<file path="src/rtl/adc_ctrl_consts.vh">
// Constants for the converter control block: register offsets, field
// positions, reset values and conversion timing counts.
// Included by the converter control design files by bare name.
`ifndef ADC_CTRL_CONSTS_VH
`define ADC_CTRL_CONSTS_VH
// Register byte offsets on APB
`define OFF_INPUT_SELECT 12'h000
`define OFF_CONTROL_A 12'h004
`define OFF_CONTROL_B 12'h008
`define OFF_RESULT_LOW 12'h00C
`define OFF_RESULT_HIGH 12'h010
// input_select_register fields
`define SEL_REF_HI 7
`define SEL_REF_LO 6
`define SEL_LEFT_ALIGN 5
`define SEL_INPUT_HI 4
`define SEL_INPUT_LO 0
// converter_control_a fields
`define CA_ENABLE 7
`define CA_START 6
`define CA_AUTO_TRIG 5
`define CA_DONE_FLAG 4
`define CA_IRQ_EN 3
`define CA_PRESC_HI 2
`define CA_PRESC_LO 0
// converter_control_b fields
`define CB_TRIG_HI 2
`define CB_TRIG_LO 0
// Trigger source code that selects the done flag (free running)
`define TRIG_FREE_RUN 3'h0
// Reset values
`define RST_INPUT_SELECT 8'h00
`define RST_CONTROL_A 8'h00
`define RST_CONTROL_B 8'h00
// Conversion length in converter clock cycles
`define CONV_CYCLES_NORMAL 5'd13
`define CONV_CYCLES_FIRST 5'd25
`endif

</file>
<file path="src/rtl/adc_prescaler.v">
// Converter clock prescaler: divides the CPU clock into a one-cycle
// enable pulse by 2^(select+1); select 0 gives divide by 2.
// Assumes one CPU clock; the caller holds it in reset via i_clear.
`timescale 1ns/10ps
module adc_prescaler #(
  parameter WIDTH = 8
) (
  // Clock and reset
  input wire i_clk,
  input wire i_rst_n,
  // Control
  input wire i_clear,
  input wire [2:0] i_select,
  // Converter clock enable
  output wire o_tick
);
  reg [WIDTH-1:0] count_q;
  wire [WIDTH-1:0] limit;

  // Terminal count for the chosen ratio
  assign limit = ({{(WIDTH-1){1'b0}}, 1'b1} << i_select) << 1;
  assign o_tick = (count_q == limit - {{(WIDTH-1){1'b0}}, 1'b1}) && !i_clear;

  // Free counter, restarted on clear so the first tick has a fixed delay
  always @(posedge i_clk or negedge i_rst_n) begin
    if (!i_rst_n) begin
      count_q <= {WIDTH{1'b0}};
    end else if (i_clear || o_tick) begin
      count_q <= {WIDTH{1'b0}};
    end else begin
      count_q <= count_q + {{(WIDTH-1){1'b0}}, 1'b1};
    end
  end
endmodule // adc_prescaler

</file>
<file path="src/rtl/adc_conversion_control.v">
// Converter control: APB register bank, start logic, conversion timer,
// result alignment and two-byte read lock for a 10-bit SAR converter.
// Assumes the analog core presents its code on I_SAR_CODE at completion.
// Assumes every input, trigger levels included, is synchronous to I_CLOCK.
// Assumes the register bank is reached over APB with no wait states.
//
// The APB slave port and the address map are this design's own decisions.
`timescale 1ns/10ps
`include "adc_ctrl_consts.vh"
module adc_conversion_control #(
  parameter PRESC_WIDTH = 8
) (
  // Clock and reset
  input wire I_CLOCK,
  input wire I_RST_N,
  // APB slave
  input wire I_PSEL,
  input wire I_PENABLE,
  input wire I_PWRITE,
  input wire [11:0] I_PADDR,
  input wire [31:0] I_PWDATA,
  output wire [31:0] O_PRDATA,
  output wire O_PREADY,
  output wire O_PSLVERR,
  // Trigger sources, codes 1 to 7 of the trigger select field
  input wire [7:1] I_TRIGGER,
  // Analog core
  input wire [9:0] I_SAR_CODE,
  output reg O_CORE_POWER,
  output reg O_CORE_SAMPLE,
  output reg [4:0] O_CORE_INPUT,
  output reg [1:0] O_CORE_REF,
  // Conversion complete interrupt
  output wire O_DONE_IRQ
);
  // Sequencer states: idle, waiting for the converter edge, converting
  localparam ST_IDLE = 2'd0;
  localparam ST_WAIT = 2'd1;
  localparam ST_CONV = 2'd2;

  // Register and sequencer state
  reg [7:0] sel_q;
  reg en_q;
  reg start_q;
  reg auto_q;
  reg done_q;
  reg irq_en_q;
  reg [2:0] presc_q;
  reg [2:0] trig_sel_q;
  reg [9:0] result_q;
  reg lock_q;
  reg first_q;
  reg [1:0] state_q;
  reg [4:0] cyc_q;
  reg trig_prev_q;
  reg align_q;
  reg [7:0] rdata;

  // Decodes and internal strobes
  wire tick;
  wire presc_clear;
  wire wr;
  wire rd;
  wire trig_level;
  wire trig_edge;
  wire hw_trigger;
  wire sw_start;
  wire [4:0] conv_len;
  wire finish;
  wire [15:0] aligned;
  wire done_clear;
  wire wr_ctrl_a;
  wire rd_low;
  wire rd_high;
  wire free_run;
  wire conv_begin;
  wire sel_update;

  // Bus strobes; zero wait states
  assign wr = I_PSEL && I_PENABLE && I_PWRITE;
  assign rd = I_PSEL && I_PENABLE && !I_PWRITE;
  assign O_PREADY = 1'b1;
  assign O_PSLVERR = 1'b0;
  assign O_DONE_IRQ = done_q && irq_en_q;

  // Register-specific strobes, decoded once and shared by the processes below
  assign wr_ctrl_a = wr && (I_PADDR == `OFF_CONTROL_A);
  assign rd_low = rd && (I_PADDR == `OFF_RESULT_LOW);
  assign rd_high = rd && (I_PADDR == `OFF_RESULT_HIGH);

  // Trigger level; code 0 is the done flag itself
  assign trig_level = (trig_sel_q == `TRIG_FREE_RUN) ? 1'b0 : I_TRIGGER[trig_sel_q];
  assign trig_edge = trig_level && !trig_prev_q;
  assign conv_len = first_q ? `CONV_CYCLES_FIRST : `CONV_CYCLES_NORMAL;
  assign finish = (state_q == ST_CONV) && tick && (cyc_q == conv_len - 5'd1);
  // Hardware start only when idle; edges in a conversion are dropped
  assign hw_trigger = en_q && auto_q && (state_q == ST_IDLE) && trig_edge;

  // The written enable bit qualifies a start, so one write may enable and start;
  // a write that clears enable never starts a conversion
  assign sw_start = wr_ctrl_a && I_PWDATA[`CA_START] && I_PWDATA[`CA_ENABLE];
  assign presc_clear = !en_q || hw_trigger;
  assign done_clear = wr_ctrl_a && I_PWDATA[`CA_DONE_FLAG];

  // Done flag as trigger source restarts at every completion
  assign free_run = auto_q && (trig_sel_q == `TRIG_FREE_RUN);
  // A conversion begins on the first tick after a start, or at once when free running
  assign conv_begin = ((state_q == ST_WAIT) && tick) || (finish && free_run);
  // Selections follow software while enabled, except during a conversion; they reopen in the
  // completion cycle so a mid-conversion change lands before the next one samples
  assign sel_update = en_q && ((state_q != ST_CONV) || finish);

  // Result placed in the two bytes per the alignment
  assign aligned = align_q ? {result_q, 6'h00} : {6'h00, result_q};

  // Converter clock divider; restarted on disable and on a trigger for a fixed start delay
  adc_prescaler #(
    .WIDTH(PRESC_WIDTH)
  ) u_presc (
    .i_clk(I_CLOCK),
    .i_rst_n(I_RST_N),
    .i_clear(presc_clear),
    .i_select(presc_q),
    .o_tick(tick)
  );

  // Previous trigger sample for edge detection
  // Resets low, the idle level of a trigger, so leaving reset makes no false edge
  always @(posedge I_CLOCK or negedge I_RST_N) begin
    if (!I_RST_N) begin
      trig_prev_q <= 1'b0;
    end else begin
      trig_prev_q <= trig_level;
    end
  end

  // Software registers
  // Start and done live with the sequencer and the flag logic, not here
  always @(posedge I_CLOCK or negedge I_RST_N) begin
    if (!I_RST_N) begin
      sel_q <= `RST_INPUT_SELECT;
      en_q <= 1'b0;
      auto_q <= 1'b0;
      irq_en_q <= 1'b0;
      presc_q <= 3'h0;
      trig_sel_q <= 3'h0;
      align_q <= 1'b0;
    end else if (wr) begin
      if (I_PADDR == `OFF_INPUT_SELECT) begin
        sel_q <= I_PWDATA[7:0];
        align_q <= I_PWDATA[`SEL_LEFT_ALIGN];
      end else if (I_PADDR == `OFF_CONTROL_A) begin
        en_q <= I_PWDATA[`CA_ENABLE];
        auto_q <= I_PWDATA[`CA_AUTO_TRIG];
        irq_en_q <= I_PWDATA[`CA_IRQ_EN];
        presc_q <= I_PWDATA[`CA_PRESC_HI:`CA_PRESC_LO];
      end else if (I_PADDR == `OFF_CONTROL_B) begin
        trig_sel_q <= I_PWDATA[`CB_TRIG_HI:`CB_TRIG_LO];
      end
    end
  end

  // Conversion sequencer: wait for converter edge, then count cycles
  // A disable aborts any conversion and rearms the long first conversion
  always @(posedge I_CLOCK or negedge I_RST_N) begin
    if (!I_RST_N) begin
      state_q <= ST_IDLE;
      cyc_q <= 5'd0;
      start_q <= 1'b0;
      first_q <= 1'b1;
    end else if (!en_q && !sw_start) begin
      state_q <= ST_IDLE;
      cyc_q <= 5'd0;
      start_q <= 1'b0;
      first_q <= 1'b1; // Next enable gets the long first conversion
    end else begin
      case (state_q)
        ST_IDLE: begin
          // A start write and a trigger edge are only heard while idle
          if (sw_start || hw_trigger) begin
            state_q <= ST_WAIT;
            start_q <= 1'b1;
          end
        end
        ST_WAIT: begin
          // Hold until the converter clock edge after the start
          if (tick) begin
            state_q <= ST_CONV;
            cyc_q <= 5'd0;
          end
        end
        ST_CONV: begin
          // Count converter cycles; the last tick completes the conversion
          if (finish) begin
            first_q <= 1'b0;
            cyc_q <= 5'd0;
            if (free_run) begin
              state_q <= ST_CONV;
            end else begin
              state_q <= ST_IDLE;
              start_q <= 1'b0;
            end
          end else if (tick) begin
            cyc_q <= cyc_q + 5'd1;
          end
        end
        default: begin
          state_q <= ST_IDLE;
        end
      endcase
    end
  end

  // Done flag: write one clears; completion wins over clear
  // Set and clear in one cycle leave the flag set, so no completion goes unseen
  always @(posedge I_CLOCK or negedge I_RST_N) begin
    if (!I_RST_N) begin
      done_q <= 1'b0;
    end else if (finish) begin
      done_q <= 1'b1;
    end else if (done_clear) begin
      done_q <= 1'b0;
    end
  end

  // Result and read lock; a finish that meets the lock is dropped
  // Both bytes freeze after a low read, but a finish in the low-read cycle still loads, so the high read can belong to a newer code
  always @(posedge I_CLOCK or negedge I_RST_N) begin
    if (!I_RST_N) begin
      result_q <= 10'h000;
      lock_q <= 1'b0;
    end else begin
      if (finish && !lock_q) begin
        result_q <= I_SAR_CODE;
      end
      if (rd_high) begin
        lock_q <= 1'b0;
      end else if (rd_low) begin
        lock_q <= 1'b1;
      end
    end
  end

  // Selections follow software while enabled, and are frozen during a conversion until its completion cycle
  // The sample pulse marks the first converter cycle of every conversion
  always @(posedge I_CLOCK or negedge I_RST_N) begin
    if (!I_RST_N) begin
      O_CORE_POWER <= 1'b0;
      O_CORE_INPUT <= 5'h00;
      O_CORE_REF <= 2'h0;
      O_CORE_SAMPLE <= 1'b0;
    end else begin
      O_CORE_POWER <= en_q;
      O_CORE_SAMPLE <= en_q && conv_begin;
      if (sel_update) begin
        O_CORE_INPUT <= sel_q[`SEL_INPUT_HI:`SEL_INPUT_LO];
        O_CORE_REF <= sel_q[`SEL_REF_HI:`SEL_REF_LO];
      end
    end
  end

  // Read mux; unmapped offsets read zero
  // Registers are eight bits wide; the upper bus bits always read zero
  always @* begin
    if (I_PADDR == `OFF_INPUT_SELECT) begin
      rdata = sel_q;
    end else if (I_PADDR == `OFF_CONTROL_A) begin
      rdata = {en_q, start_q, auto_q, done_q, irq_en_q, presc_q};
    end else if (I_PADDR == `OFF_CONTROL_B) begin
      rdata = {5'h00, trig_sel_q};
    end else if (I_PADDR == `OFF_RESULT_LOW) begin
      rdata = aligned[7:0];
    end else if (I_PADDR == `OFF_RESULT_HIGH) begin
      rdata = aligned[15:8];
    end else begin
      rdata = 8'h00;
    end
  end
  assign O_PRDATA = {24'h000000, rdata};
endmodule // adc_conversion_control

</file>
<file path="config.mk">
export PLATFORM = sky130hd
export DESIGN_NAME = adc_conversion_control
export DESIGN_NICKNAME = d
export VERILOG_FILES = /design/src/rtl/adc_prescaler.v /design/src/rtl/adc_conversion_control.v
export VERILOG_INCLUDE_DIRS = /design/src /design/src/rtl
export SDC_FILE = /design/constraint.sdc
export NUM_CORES = 1
export LEC_CHECK = 0
export BUFFER_PORTS_ARGS = -buffer_cell sky130_fd_sc_hd__buf_2
export CORE_UTILIZATION = 51
export CTS_BUF_LIST = sky130_fd_sc_hd__clkbuf_16
export CTS_CLUSTER_DIAMETER = 30
export CTS_CLUSTER_SIZE = 10
export DETAILED_ROUTE_END_ITERATION = 8
export PLACE_DENSITY = 0.8
export SYNTH_ARGS = -nofsm -noshare
export SYNTH_HDL_FRONTEND = slang
export SYNTH_SLANG_ARGS = --single-unit
</file>
<file path="constraint.sdc">
create_clock -name I_CLOCK -period 2.8 [get_ports I_CLOCK]
set_input_delay 0.28 -clock I_CLOCK [delete_from_list [all_inputs] [get_ports I_CLOCK]]
set_output_delay 0.28 -clock I_CLOCK [all_outputs]
set_load 0.02 [all_outputs]
</file>
* Yosys cells after proc, flatten, opt, wreduce, memory -nomap -nowiden
Index checks and enable logic that the tools add are counted.
** Storage, ports and cells
- Flip-flop bits (word level) :: 57
- Bits of input ports :: 66
- Output and inout bits :: 44
- Word-level logic and storage cells :: 127
** Cells by class
- Add/sub/neg operators :: 4
- Order comparisons :: 1
- Eq/ne operators :: 14
- Shift operators :: 1
- Multiplexer cells :: 34
- Bitwise operators :: 2
- Reductions and logical operators :: 51
** Operators with widths (number)
- $mux W8 :: 6
- $mux W5 :: 5
- $eq A12 B4 Y1 const B :: 2
- $logic_and A1 B1 Y1 :: 24
- $mux W16 :: 1
- $mux W1 :: 13
- $eq A12 B3 Y1 const B :: 1
- $eq A12 B5 Y1 const B :: 1
- $logic_not A12 Y1 :: 1
- $mux W2 :: 5
- $pmux W5 S2 :: 1
- $ne A3 B2 Y1 const B :: 3
- $reduce_and A3 Y1 :: 3
- $add A8 B1 Y8 const B :: 1
- $eq A8 B8 Y1 :: 1
- $reduce_and A4 Y1 :: 2
- $reduce_bool A2 Y1 :: 4
- $sub A8 B1 Y8 const B :: 1
- $shl A1 B3 Y7 const A :: 1
- $logic_not A1 Y1 :: 6
- $pmux W2 S3 :: 1
- $reduce_bool A3 Y1 :: 2
- $add A5 B1 Y5 const B :: 1
- $eq A5 B5 Y1 :: 1
- 14 further kinds :: 20

* Longest topological paths before layout
Gate-level depths: netlist of run 1.
- Word-level depth :: 13
- Gate-level depth with buffers :: 8
- Gate-level depth less buffers :: 7

* Hierarchy
A second synthesis of run 1 with hierarchy kept.
** Unflattened totals
- Cell total of the unflattened synthesis :: 343
- Area total of the unflattened synthesis :: 3434.5 um^2
** Modules (own cells, without submodules)
- adc_conversion_control :: times used 1, cells each 284, area each 2857.7 um^2, sequential area each 1202.4 um^2
- adc_prescaler :: times used 1, cells each 59, area each 576.8 um^2, sequential area each 200.2 um^2

* Worst setup path after synthesis of run 1
No wires, ideal clock.
- Path kind :: in2out
- Start point :: input I_PADDR[7]
- End point :: output O_PRDATA[5]
- Data arrival time :: 2147 ps
- Required time :: 2520 ps
- Slack :: 373 ps
- Cell stages on the path :: 6
- Path buffers :: 0
- Cell sequence :: or4_4 > nor3_1 > and4b_1 > and2_1 > a21oi_1 > o21ai_0
** Between the ends
- Longest elaborated chain between the ends :: 6
- Elaborated cells between the ends (all ways) :: 10
- Classes of those cells :: 4 x eq/ne; 5 x mux; 1 x reduce/logical
** RTL lines
- from (decl) :: line adc_conversion_control.v:20 : input wire [11:0] I_PADDR,
- $eq A12 B5 Y1 (no line)
- $mux W8 :: line adc_conversion_control.v:273 : end else if (I_PADDR == `OFF_RESULT_HIGH) begin
- $mux W8 :: line adc_conversion_control.v:271 : end else if (I_PADDR == `OFF_RESULT_LOW) begin
- $mux W8 :: line adc_conversion_control.v:269 : end else if (I_PADDR == `OFF_CONTROL_B) begin
- $mux W8 :: line adc_conversion_control.v:267 : end else if (I_PADDR == `OFF_CONTROL_A) begin
- $mux W8 * :: line adc_conversion_control.v:265 : if (I_PADDR == `OFF_INPUT_SELECT) begin
- to (decl) :: line adc_conversion_control.v:22 : output wire [31:0] O_PRDATA,
Mark *: on every way between the ends. The rest lies on a longest branch, timed or not.

* Worst setup path in the final report of run 1
- Start point :: register presc_q[2]
- End point :: register O_CORE_INPUT[3]
** Between the ends
- Longest elaborated chain between the ends :: 8
** RTL lines
- from (decl) :: line adc_conversion_control.v:48 : reg [2:0] presc_q;
- from (signal assigned) :: line adc_conversion_control.v:156 : presc_q <= I_PWDATA[`CA_PRESC_HI:`CA_PRESC_LO];
- $shl A1 B3 Y7 :: line adc_prescaler.v:21 : assign limit = ({{(WIDTH-1){1'b0}}, 1'b1} << i_select) << 1;
- $sub A8 B1 Y8 :: line adc_prescaler.v:22 : assign o_tick = (count_q == limit - {{(WIDTH-1){1'b0}}, 1'b1}) && !i_clear;
- $eq A8 B8 Y1 :: line adc_prescaler.v:22
- $logic_and A1 B1 Y1 :: line adc_prescaler.v:22
- $logic_and A1 B1 Y1 (2 in series) :: line adc_conversion_control.v:95 : assign finish = (state_q == ST_CONV) && tick && (cyc_q == conv_len - 5'd1);
- $logic_or A1 B1 Y1 :: line adc_conversion_control.v:111 : assign sel_update = en_q && ((state_q != ST_CONV) || finish);
- $logic_and A1 B1 Y1 :: line adc_conversion_control.v:111
- to (signal assigned) :: line adc_conversion_control.v:256 : O_CORE_INPUT <= sel_q[`SEL_INPUT_HI:`SEL_INPUT_LO];
- to (decl) :: line adc_conversion_control.v:31 : output reg [4:0] O_CORE_INPUT,
Every way passes these cells.
A chain may end at the register's enable or synchronous reset.

==> reports/qor.yml, run 1 <==
routing:
  route.detailed.drc: 16
  wl_per_cell_um: 16.2
  wirelength_um: 7590
  ant_nets: 0
  via_count: 2723
  via_per_inst: 5.81
  drt_pre_antenna_iters: 7
  drtIter0Drc: 153
timing:
  finalCriticalPeriod_ns: 2.62
  relSlewSlack_pct: 53.5
  final-setup-viol-count: 0
  drv_slew: 0
  finalHoldViolations: 0
  setup_ws_ns: 0.181
  max_freq_mhz: 382
  tns_ns: 0
  rsz0062_at_grt: "false"
  worst_slew_pin_slew_ns: 0.697
  whs_ns: 0.105
  finalClockSkew_ns: 0.00917
  post-route-period-util_pct: 93.6
yosys:
  ys_seq_area_share_pct: 40.7
  yosys_warnings: 0
  synth.most_common_cell: "dfrtp_1"
  synth_enable_flop_cells: 0
  syn_area_mm2: 0.00345
  synth_top_area_cell: "dfrtp_1"
  syn_area_per_cell_um2: 10.4
  yosysUniqueCellTypes: 67
  synth_area_leaders: "dfrtp_1 40%, mux2_2 8.8%, buf_4 5.7%"
  synth_commonest_cells: "55 x dfrtp_1, 27 x mux2_2, 27 x nor2_1, 26 x buf_4, 20 x nand2_1"
  synthArstFlopShare_pct: 100
  ys_ff_latch: 56
  synthCells: 331
  synth_top_area_share_pct: 39.9
  synth_flop_cell: "dfrtp_1"
final_layout:
  syn2layout_area_growth_pct: 12.4
  fin_nets: 463
  drive_above_1_share_pct: 30.6
  antenna_cells: 0
  n_fill_cell: 547
setup_path:
  worstSetupPathType: "flip-flop to flip-flop"
  critPathSlowestCell: "a2111oi_4"
  max_stage_delay_ns: 0.56
  cp.arrival_ns: 2.81
  crit_chain: "a211oi_1 -> a41oi_1 -> a2111oi_4 -> nand4_4 -> a21bo_1 -> mux2_1"
  path_buf_inv: 0
  cp_max_fo: 9
  worstSetupEndpointType: "flip-flop"
  start_kind: "flip-flop"
  crit_required_ns: 2.99
  crit_family: "compound AO/OA/AOI/OAI gates"
placed_design:
  place_congestion: 0.853
  place_hpwl_um: 5540
  pre_cts_ws_ns: 0.224
  port_buffers: 59
floorplan:
  dieArea_mm2: 0.00710
  die_w_um: 84.2
  initial_core_util_pct: 53.7
  die_h_um: 84.2
  rows: 29
  io_pins: 110
  core-area_mm2: 0.00642
global_routing:
  grtUsageMet3_pct: 2.26
  grt_pass1_wl_um: 12600
  grt.met1_usage_pct: 29.5
  grt.total_usage_pct: 22.4
  busiest_layer: "met2"
  grt_overflow: 0
  met2_usage_pct: 37.9
  antenna_found_initial: 0
  grt_pass1_vias: 2686
  grt_max_degree: 57
status:
  violations: "DRC"
  outcome: "finished, violations left"
power:
  cellPowerDensity_mw_per_mm2: 407
  ir_worst_vdd_mv: 0.283
  p_leak_nw: 1.92
cts:
  cts_inserted_buffers: 5
  h-tree-depth: 2
  cts_tree: "yes"
  postCtsSetupRepairBufs: 0
  clkLatencyLatePin_ns: 0.30
  clkSinkCount: 56
  clk_pin_slew_worst_paths_ns: 0.08
  ctsResizeCount: 0
  cts_max_path_buffers: 2
  holdBufCountCts: 0
  cts_root_buf: "clkbuf_16"
flow_run:
  cap_viol_max_count: 0
min_path:
  hp-class: "input port to asynchronous set/reset pin"
==> cell families (layout without fill, tap and decap cells) <==
| logic type | count (synthesis) | in the layout | synth area share (%) |
|---|---|---|---|
| fa+ha+maj | 6 | 6 | 2.18 |
| compound gates | 64 | 64 | 13.8 |
| flops | 56 | 56 | 40.7 |
| xor+xnor | 8 | 8 | 2.03 |
| buf+inv | 48 | 85 | 8.63 |
| other cells | 2 | 26 | 0.218 |
| mux | 42 | 42 | 14.4 |
| simple gates | 105 | 105 | 18.0 |
==> layout make-up <==
class,instances,area [um2],share of cell area [%]
inverter,12,45.0,1.16
clock inverter,3,28.8,0.742
timing repair buffer,65,340,8.78
multi-input combinational,251,1840,47.4
sequential,56,1400,36.2
tap,77,96.3,2.48
clock buffer,5,125,3.23
==> placed cells by master (no fill, tap or decap), types with 3 or more instances in the layout <==
master,netlist,routed
inv_1,12,12
a221o_1,3,3
mux2i_1,7,7
nand2b_1,6,6
and3_1,7,7
nand3_1,7,7
a41oi_1,3,3
nor3b_1,4,4
conb_1,2,26
buf_4,26,6
nor2b_1,4,4
nor3_1,4,4
ha_1,6,6
and2_1,3,3
dfrtp_1,55,55
mux2_4,6,6
clkbuf_16,0,5
nand2_1,20,20
xnor2_1,3,3
a22o_1,6,6
nor2_1,27,27
a21oi_1,10,10
a221oi_1,3,3
buf_2,4,59
mux2_2,27,27
xor2_1,5,5
o21ai_0,19,19
==> final timing paths <==
path | from | endpoint | slack [ns] | cells after the start
setup / recovery | presc_q[2] | O_CORE_INPUT[3] | 0.18 | 6
hold / removal | I_RST_N | result_q[3] | 0.10 | 2
setup reg to reg | presc_q[2] | O_CORE_INPUT[3] | 0.18 | 6
hold reg to reg | first_q | first_q | 0.47 | 2
max in group asynchronous | I_RST_N | sel_q[4] | 2.23 | 2
min in group I_CLOCK | I_SAR_CODE[6] | result_q[6] | 0.21 | 2
==> metrics by stage <==
| step | util, % | instances | cell area [um2] | total power [W] |
|---|---|---|---|---|
| final | 60.4 | 469 | 3880 | 0.00158 |
| after global placement | 58.0 | 461 | 3720 | 0.000929 |
| after floorplan | - | 355 | 3540 | 0.000905 |
| after detailed placement | 58.0 | 461 | 3720 | 0.000933 |
| after global routing | 60.4 | 469 | 3880 | 0.00164 |
| after CTS | 60.4 | 469 | 3880 | 0.00159 |
==> registers in the layout, summed over array words and instances (netlist names) <==
signal and flops:
result_q 10, sel_q 8, u_presc.count_q 8, O_CORE_INPUT 5, cyc_q 5, presc_q 3, trig_sel_q 3, O_CORE_REF 2
state_q 2, O_CORE_POWER 1, O_CORE_SAMPLE 1, auto_q 1, done_q 1, en_q 1, first_q 1, irq_en_q 1
lock_q 1, start_q 1, trig_prev_q 1
==> routing by layer <==
metal | up-vias | part of all wire (%)
met5 | - | 0
met1 | 1341 | 44
met4 | 0 | 1.9
li1 | 1277 | -
met3 | 16 | 4.6
met2 | 89 | 49
==> power by group <==
group	leakage [nW]	total, W	switching [W]	internal [W]
registers	0.769	0.000809	0.000000580	0.000808
clock network	0.0767	0.000663	0.000318	0.000345
logic	1.07	0.000108	0.0000769	0.0000307
Power figures use the tool's default switching activity.
==> inputs of run 2 (changes only) <==
Settings changed: ABC_AREA from default to 1, CORE_ASPECT_RATIO from default to 0.6, CORE_UTILIZATION 51 to 52, PLACE_DENSITY 0.8 to 0.81.
==> reports/qor.yml, run 2 <==
final_layout:
  reg_top3: "result_q: 10 flops, sel_q: 8 flops, u_presc.count_q: 8 flops"
  largest_reg_flops: 10  # unchanged
  final_util_pct: 60.0  # -0.36 points
  regMostFlops: "result_q"
  antenna_cells: 0  # unchanged
  final_cell_mix: "122 x nand2_1, 59 x inv_1, 59 x buf_2, 55 x dfrtp_1, 46 x nor2_1"
  final_common_cell: "nand2_1"
  n_fill_cell: 607  # +11%
  fin_nets: 620  # +34%
  drive_above_1_share_pct: 18.2  # -12 points
  syn2layout_area_growth_pct: 10.8
timing:
  finalClockSkew_ns: 0.00923  # +0.0000612 ns
  whs_ns: 0.109  # +0.00436 ns
  max_freq_mhz: 451  # +18%
  finalHoldViolations: 0  # unchanged
  setup_ws_ns: 0.584  # +0.403 ns
  tns_ns: 0  # unchanged
  final-setup-viol-count: 0  # unchanged
  relSlewSlack_pct: 53.0  # -0.51 points
  drv_slew: 0  # unchanged
  worst_slew_pin_slew_ns: 0.705  # +0.00769 ns
  post-route-period-util_pct: 79.2  # -14 points
  rsz0062_at_grt: "false"
  finalCriticalPeriod_ns: 2.22  # -0.403 ns
yosys:
  synth_commonest_cells: "122 x nand2_1, 59 x inv_1, 55 x dfrtp_1, 46 x nor2_1, 35 x nand3_1"
  synthArstFlopShare_pct: 100  # unchanged
  synth.most_common_cell: "nand2_1"
  ys_ff_latch: 56  # unchanged
  ys_seq_area_share_pct: 38.6  # -2.0 points
  syn_area_per_cell_um2: 7.38  # -29%
  syn_area_mm2: 0.00363  # +5.3%
  synth_top_area_share_pct: 37.9  # -2.0 points
  yosys_warnings: 0  # unchanged
  synth_area_leaders: "dfrtp_1 38%, nand2_1 13%, inv_1 6.1%"
  synthCells: 492  # +49%
  yosysUniqueCellTypes: 41  # -39%
  synth_enable_flop_cells: 0  # unchanged
  synth_flop_cell: "dfrtp_1"
  synth_top_area_cell: "dfrtp_1"
flow_run:
  cap_viol_max_count: 0  # unchanged
cts:
  clkLatencyLatePin_ns: 0.30  # about the same
  ctsResizeCount: 0  # unchanged
  cts_inserted_buffers: 5  # unchanged
  cts_max_path_buffers: 2  # unchanged
  holdBufCountCts: 0  # unchanged
  h-tree-depth: 2  # unchanged
  clkSinkCount: 56  # unchanged
  cts_root_buf: "clkbuf_16"
  cts_tree: "yes"
  postCtsSetupRepairBufs: 0  # unchanged
  clk_pin_slew_worst_paths_ns: 0.07  # about the same
setup_path:
  start_kind: "input port"
  cp.arrival_ns: 1.94  # -0.87 ns
  cp_max_fo: 6  # -3
  crit_required_ns: 2.52  # -0.47 ns
  ff2ff_path_depth: 11  # +5
  worst-r2r-setup-slack_ns: 0.62  # +0.44 ns
  critPathSlowestCell: "nor2_1"
  path_buf_inv: 4  # +4
  max_stage_delay_ns: 0.36  # -0.20 ns
  worstSetupEndpointType: "output pin"
  crit_chain: "buf_2 -> nor2_1 -> inv_1 -> nor2_1 -> nand2_1 -> inv_1 -> nand4_1 -> nor2_1 -> nand2_1 -> nand3_1 -> nand2_1 -> o21ai_0 -> buf_2"
  r2r_start: "presc_q[2]"
  worstSetupPathType: "input port to output pin"
  crit_family: "simple AND/OR/NAND/NOR gates"
  r2r-end: "result_q[6]"
  crit_path_start: "I_PADDR[1]"
routing:
  wirelength_um: 8290  # +9.2%
  route.detailed.drc: 0  # -16
  drtIter0Drc: 212  # +39%
  via_count: 3341  # +23%
  drt_pre_antenna_iters: 5  # -2
  via_per_inst: 5.25  # -9.5%
  ant_nets: 0  # unchanged
  wl_per_cell_um: 13.0  # -19%
power:
  cellPowerDensity_mw_per_mm2: 561  # +38%
  ir_worst_vdd_mv: 0.361  # +28%
  p_leak_nw: 2.18  # +13%
global_routing:
  busiest_layer: "met2"
  grt_pass1_wl_um: 13700  # +8.8%
  met2_usage_pct: 36.4  # -1.5 points
  grt.total_usage_pct: 24.8  # +2.4 points
  grt_max_degree: 57  # unchanged
  grt_pass1_vias: 2884  # +7.4%
  antenna_found_initial: 0  # unchanged
  grtUsageMet3_pct: 6.85  # +4.6 points
  grt_overflow: 0  # unchanged
  grt.met1_usage_pct: 35.9  # +6.5 points
status:
  outcome: "finished clean"
floorplan:
  io_pins: 110  # unchanged
  die_w_um: 110  # +30%
  core-area_mm2: 0.00671  # +4.4%
  rows: 23  # -21%
  initial_core_util_pct: 54.2  # +0.44 points
  dieArea_mm2: 0.00733  # +3.3%
  die_h_um: 66.7  # -21%
placed_design:
  pre_cts_ws_ns: 0.607  # +0.382 ns
  place_congestion: 0.905  # +6.0%
  port_buffers: 59  # unchanged
  place_hpwl_um: 6450  # +16%
min_path:
  hp-class: "input port to asynchronous set/reset pin"
## run 2: changes by cell type after synthesis, sizes merged, moves of 7 or more
cell | before | now
a21oi | 10 | 20
inv | 12 | 62
nand3 | 8 | 37
nor2 | 28 | 49
nand2 | 21 | 132
nand4 | 3 | 16
o21ai | 21 | 40
mux2 | 34 | 0
and3 | 7 | 0
## run 2: kinds of logic (layout without fill, tap and decap cells)
family	after synthesis	after routing	synth area share, %
compound gates	71	71	11.4
mux	4	4	1.10
other cells	2	26	0.207
xor+xnor	8	8	1.93
simple gates	246	246	30.7
buf+inv	99	132	14.0
flops	56	56	38.6
fa+ha+maj	6	6	2.07
## run 2: final cells by class
cell class / instances / area [um2] / share of cell area (%)
multi-input combinational: 361 / 1810 / 45.0
sequential: 56 / 1400 / 34.9
timing repair buffer: 62 / 318 / 7.90
inverter: 62 / 233 / 5.78
clock buffer: 5 / 125 / 3.11
tap: 87 / 109 / 2.71
clock inverter: 3 / 25.0 / 0.622
## run 2: per-stage QoR
step / power, W / cell area (um2) / std cells
4_1_cts: 0.00226 / 4020 / 636
2_1_floorplan: 0.00147 / 3720 / 516
5_1_grt: 0.00240 / 4020 / 636
3_3_place_gp: 0.00158 / 3870 / 628
6_report: 0.00226 / 4020 / 636
3_5_place_dp: 0.00161 / 3870 / 628
## run 2: where the power goes
part | switching (W) | internal (W) | leakage (nW)
clock network | 0.000318 | 0.000339 | 0.0708
registers | 0.0000606 | 0.000871 | 0.719
logic | 0.000436 | 0.000235 | 1.39
## run 2: how the worst max path moves through the flow
stage | slack [ns] | cells past startpoint | endpoint
CTS | 0.59 | 13 | O_PRDATA[2]
floorplan | 0.87 | 8 | O_PRDATA[0]
finish | 0.58 | 13 | O_PRDATA[2]
global route | 0.36 | 13 | O_PRDATA[2]
global placement | 0.67 | 13 | O_PRDATA[2]
detailed placement | 0.61 | 13 | O_PRDATA[2]
## run 2: layer usage
metal  share of wire (%)  vias up
met4                0.76        0
li1                    -     1646
met2                  44      138
met1                  47     1549
met5                   0        -
met3                 8.5        8
==> inputs of run 3 (changes only) <==
Settings changed: ABC_AREA 1 to 0, CORE_UTILIZATION 52 to 51, PLACE_DENSITY 0.81 to 0.8.
Clock period 2.8 ns to 2.3 ns, I/O delays scaled along.
==> reports/qor.yml, run 3 (synthesis results as in run 1) <==
power:
  ir_worst_vdd_mv: 0.334  # -7.5%
  finalPower_w: 0.00199  # -12%
  cellPowerDensity_mw_per_mm2: 459  # -18%
  p_leak_nw: 2.14  # -1.7%
setup_path:
  critPathSlowestCell: "or4_4"
  cp_max_fo: 5  # -1
  crit_path_frequent_cell: "buf_4"
  start_kind: "input port"
  crit_required_ns: 2.07  # -0.45 ns
  max_stage_delay_ns: 0.56  # +0.20 ns
  worstSetupEndpointType: "output pin"
  cp.arrival_ns: 2.10  # +0.16 ns
  worstSetupPathType: "input port to output pin"
  crit_end: "O_PRDATA[2]"
  r2r-end: "cyc_q[4]"
  worst-r2r-setup-slack_ns: 0.02  # -0.60 ns
  crit_chain: "buf_6 -> or4_4 -> nor4_4 -> nand2_1 -> nor3b_2 -> buf_4 -> a222oi_1 -> o21ai_1 -> buf_4"
  r2r_start: "trig_sel_q[1]"
  crit_path_start: "I_PADDR[7]"
  ff2ff_path_depth: 8  # -3
floorplan:
  dieArea_mm2: 0.00711  # -3.1%
  core-area_mm2: 0.00630  # -6.0%
  io_pins: 110  # unchanged
  die_h_um: 65.7  # -1.5%
  initial_core_util_pct: 54.7  # +0.57 points
  die_w_um: 108  # -1.6%
  rows: 22  # -4.3%
routing:
  ant_nets: 0  # unchanged
  via_per_inst: 5.55  # +5.6%
  wirelength_um: 8580  # +3.5%
  route.detailed.drc: 0  # unchanged
  wl_per_cell_um: 16.8  # +29%
  via_count: 2829  # -15%
  drt_pre_antenna_iters: 5  # unchanged
  drtIter0Drc: 212  # unchanged
global_routing:
  grt_pass1_vias: 2701  # -6.3%
  grt.total_usage_pct: 25.6  # +0.84 points
  grt_max_degree: 57  # unchanged
  grt_overflow: 0  # unchanged
  grt_pass1_wl_um: 13600  # -1.2%
  antenna_found_initial: 0  # unchanged
cts:
  clkSinkCount: 56  # unchanged
  holdBufCountCts: 0  # unchanged
  cts_root_buf: "clkbuf_16"
  cts_tree: "yes"
  cts_max_path_buffers: 2  # unchanged
  clkLatencyLatePin_ns: 0.30  # about the same
  clk_pin_slew_worst_paths_ns: 0.07  # about the same
  cts_inserted_buffers: 5  # unchanged
  h-tree-depth: 2  # unchanged
timing:
  finalClockSkew_ns: 0.00504  # -0.00419 ns
  final-setup-viol-count: 3  # +3
  rsz0062_at_grt: "true"
  post-route-period-util_pct: 101
  finalHoldViolations: 0  # unchanged
  finalCriticalPeriod_ns: 2.33
  max_freq_mhz: 430
  relSlewSlack_pct: 52.3  # -0.70 points
  worst_slew_pin_slew_ns: 0.716  # +0.0106 ns
  tns_ns: -0.0363  # -0.0363 ns
  setup_ws_ns: -0.0283  # -0.612 ns
  drv_slew: 0  # unchanged
final_layout:
  syn2layout_area_growth_pct: 25.9
  reg_top3: "result_q: 10 flops, sel_q: 8 flops, u_presc.count_q: 8 flops"
  largest_reg_flops: 10  # unchanged
  seq_area_mm2: 0.00141  # +0.27%
  n_fill_cell: 475  # -22%
  finish.instance_area_mm2: 0.00434  # +7.9%
  regMostFlops: "result_q"
  instances_no_fill: 510  # -20%
  drive_above_1_share_pct: 41.3  # +23 points
  final_util_pct: 68.9  # +8.9 points
  final_cell_mix: "52 x dfrtp_1, 50 x buf_2, 43 x buf_4, 27 x nor2_1, 27 x mux2_2"
  antenna_cells: 0  # unchanged
  fin_nets: 497  # -20%
  final_common_cell: "dfrtp_1"
  multi_input_area_mm2: 0.00197  # +8.9%
flow_run:
  cap_viol_max_count: 0  # unchanged
min_path:
  hp-class: "input port to asynchronous set/reset pin"
status:
  outcome: "finished, violations left"
  violations: "setup timing"
placed_design:
  port_buffers: 59  # unchanged
  place_congestion: 0.893  # -1.2%
  placed_cell_area_mm2: 0.00394  # +1.6%
  place_hpwl_um: 6310  # -2.1%
  placed_cells: 495  # -21%
[run 3: changes by cell type in the layout (fill, tap and decap cells not counted), sizes merged, moves of 10 or more]
cell	before	now
mux2	0	34
nand4	16	3
nand3	37	8
buf	62	99
inv	64	13
nand2	132	21
nor2	49	28
a21oi	20	10
o21ai	40	21
[run 3: power breakdown]
group          internal, W  total, W  switching (W)
sequential        0.000985  0.000985    0.000000670
clock             0.000509  0.000869       0.000360
combinational    0.0000434  0.000141      0.0000977
[run 3: metal layers]
layer	GRT usage [%]	up-vias	wire [um]
met1	37.2	1381	3970
met5	0	-	0
met4	7.36	0	94
met3	5.36	10	736
li1	-	1329	-
met2	38.2	109	3790
[run 3: worst min-delay path by stage]
stage | start | endpoint | slack (ns) | depth (start not counted)
6_report | I_RST_N | O_CORE_INPUT[1] | 0.07 | 2
5_1_grt | I_RST_N | O_CORE_INPUT[1] | 0.13 | 2
4_1_cts | I_RST_N | u_presc.count_q[7] | 0.1 | 2
3_5_place_dp | I_RST_N | O_CORE_INPUT[1] | 0.41 | 2
3_3_place_gp | I_RST_N | O_CORE_INPUT[2] | 0.41 | 2
2_1_floorplan | I_RST_N | O_CORE_INPUT[0] | -0.07 | 0
[run 3: stage by stage]
step                setup WS (ns)  hold slack, ns
global route               -0.140           0.126
global placement          -0.0855           0.408
detailed placement         -0.126           0.412
finish                    -0.0283          0.0674
floorplan                  0.0363         -0.0656
CTS                      -0.00751          0.0952
[run 3: cell type report]
cell class / count / area share, %
clock buffers: 5 / 2.88
clock inverters: 3 / 0.893
inverters: 12 / 1.04
multi-input cells: 251 / 45.4
flip-flops and latches: 56 / 32.4
well taps: 84 / 2.42
repair buffers: 99 / 15.0
[run 3: critical path, delay by kind of cell]
| kind | cells | cell delay, ns |
|---|---|---|
| AO/OA/AOI/OAI | 2 | 0.27 |
| buffers and inverters | 3 | 0.42 |
| AND/OR/NAND/NOR | 4 | 1.17 |
[run 3: what timing repair did]
item                       in CTS  in global routing
buffers inserted                0                  7
pin swaps                       1                 20
gates resized for setup         6                 36
gates cloned                    0                  0
setup endpoints to repair      31                 32
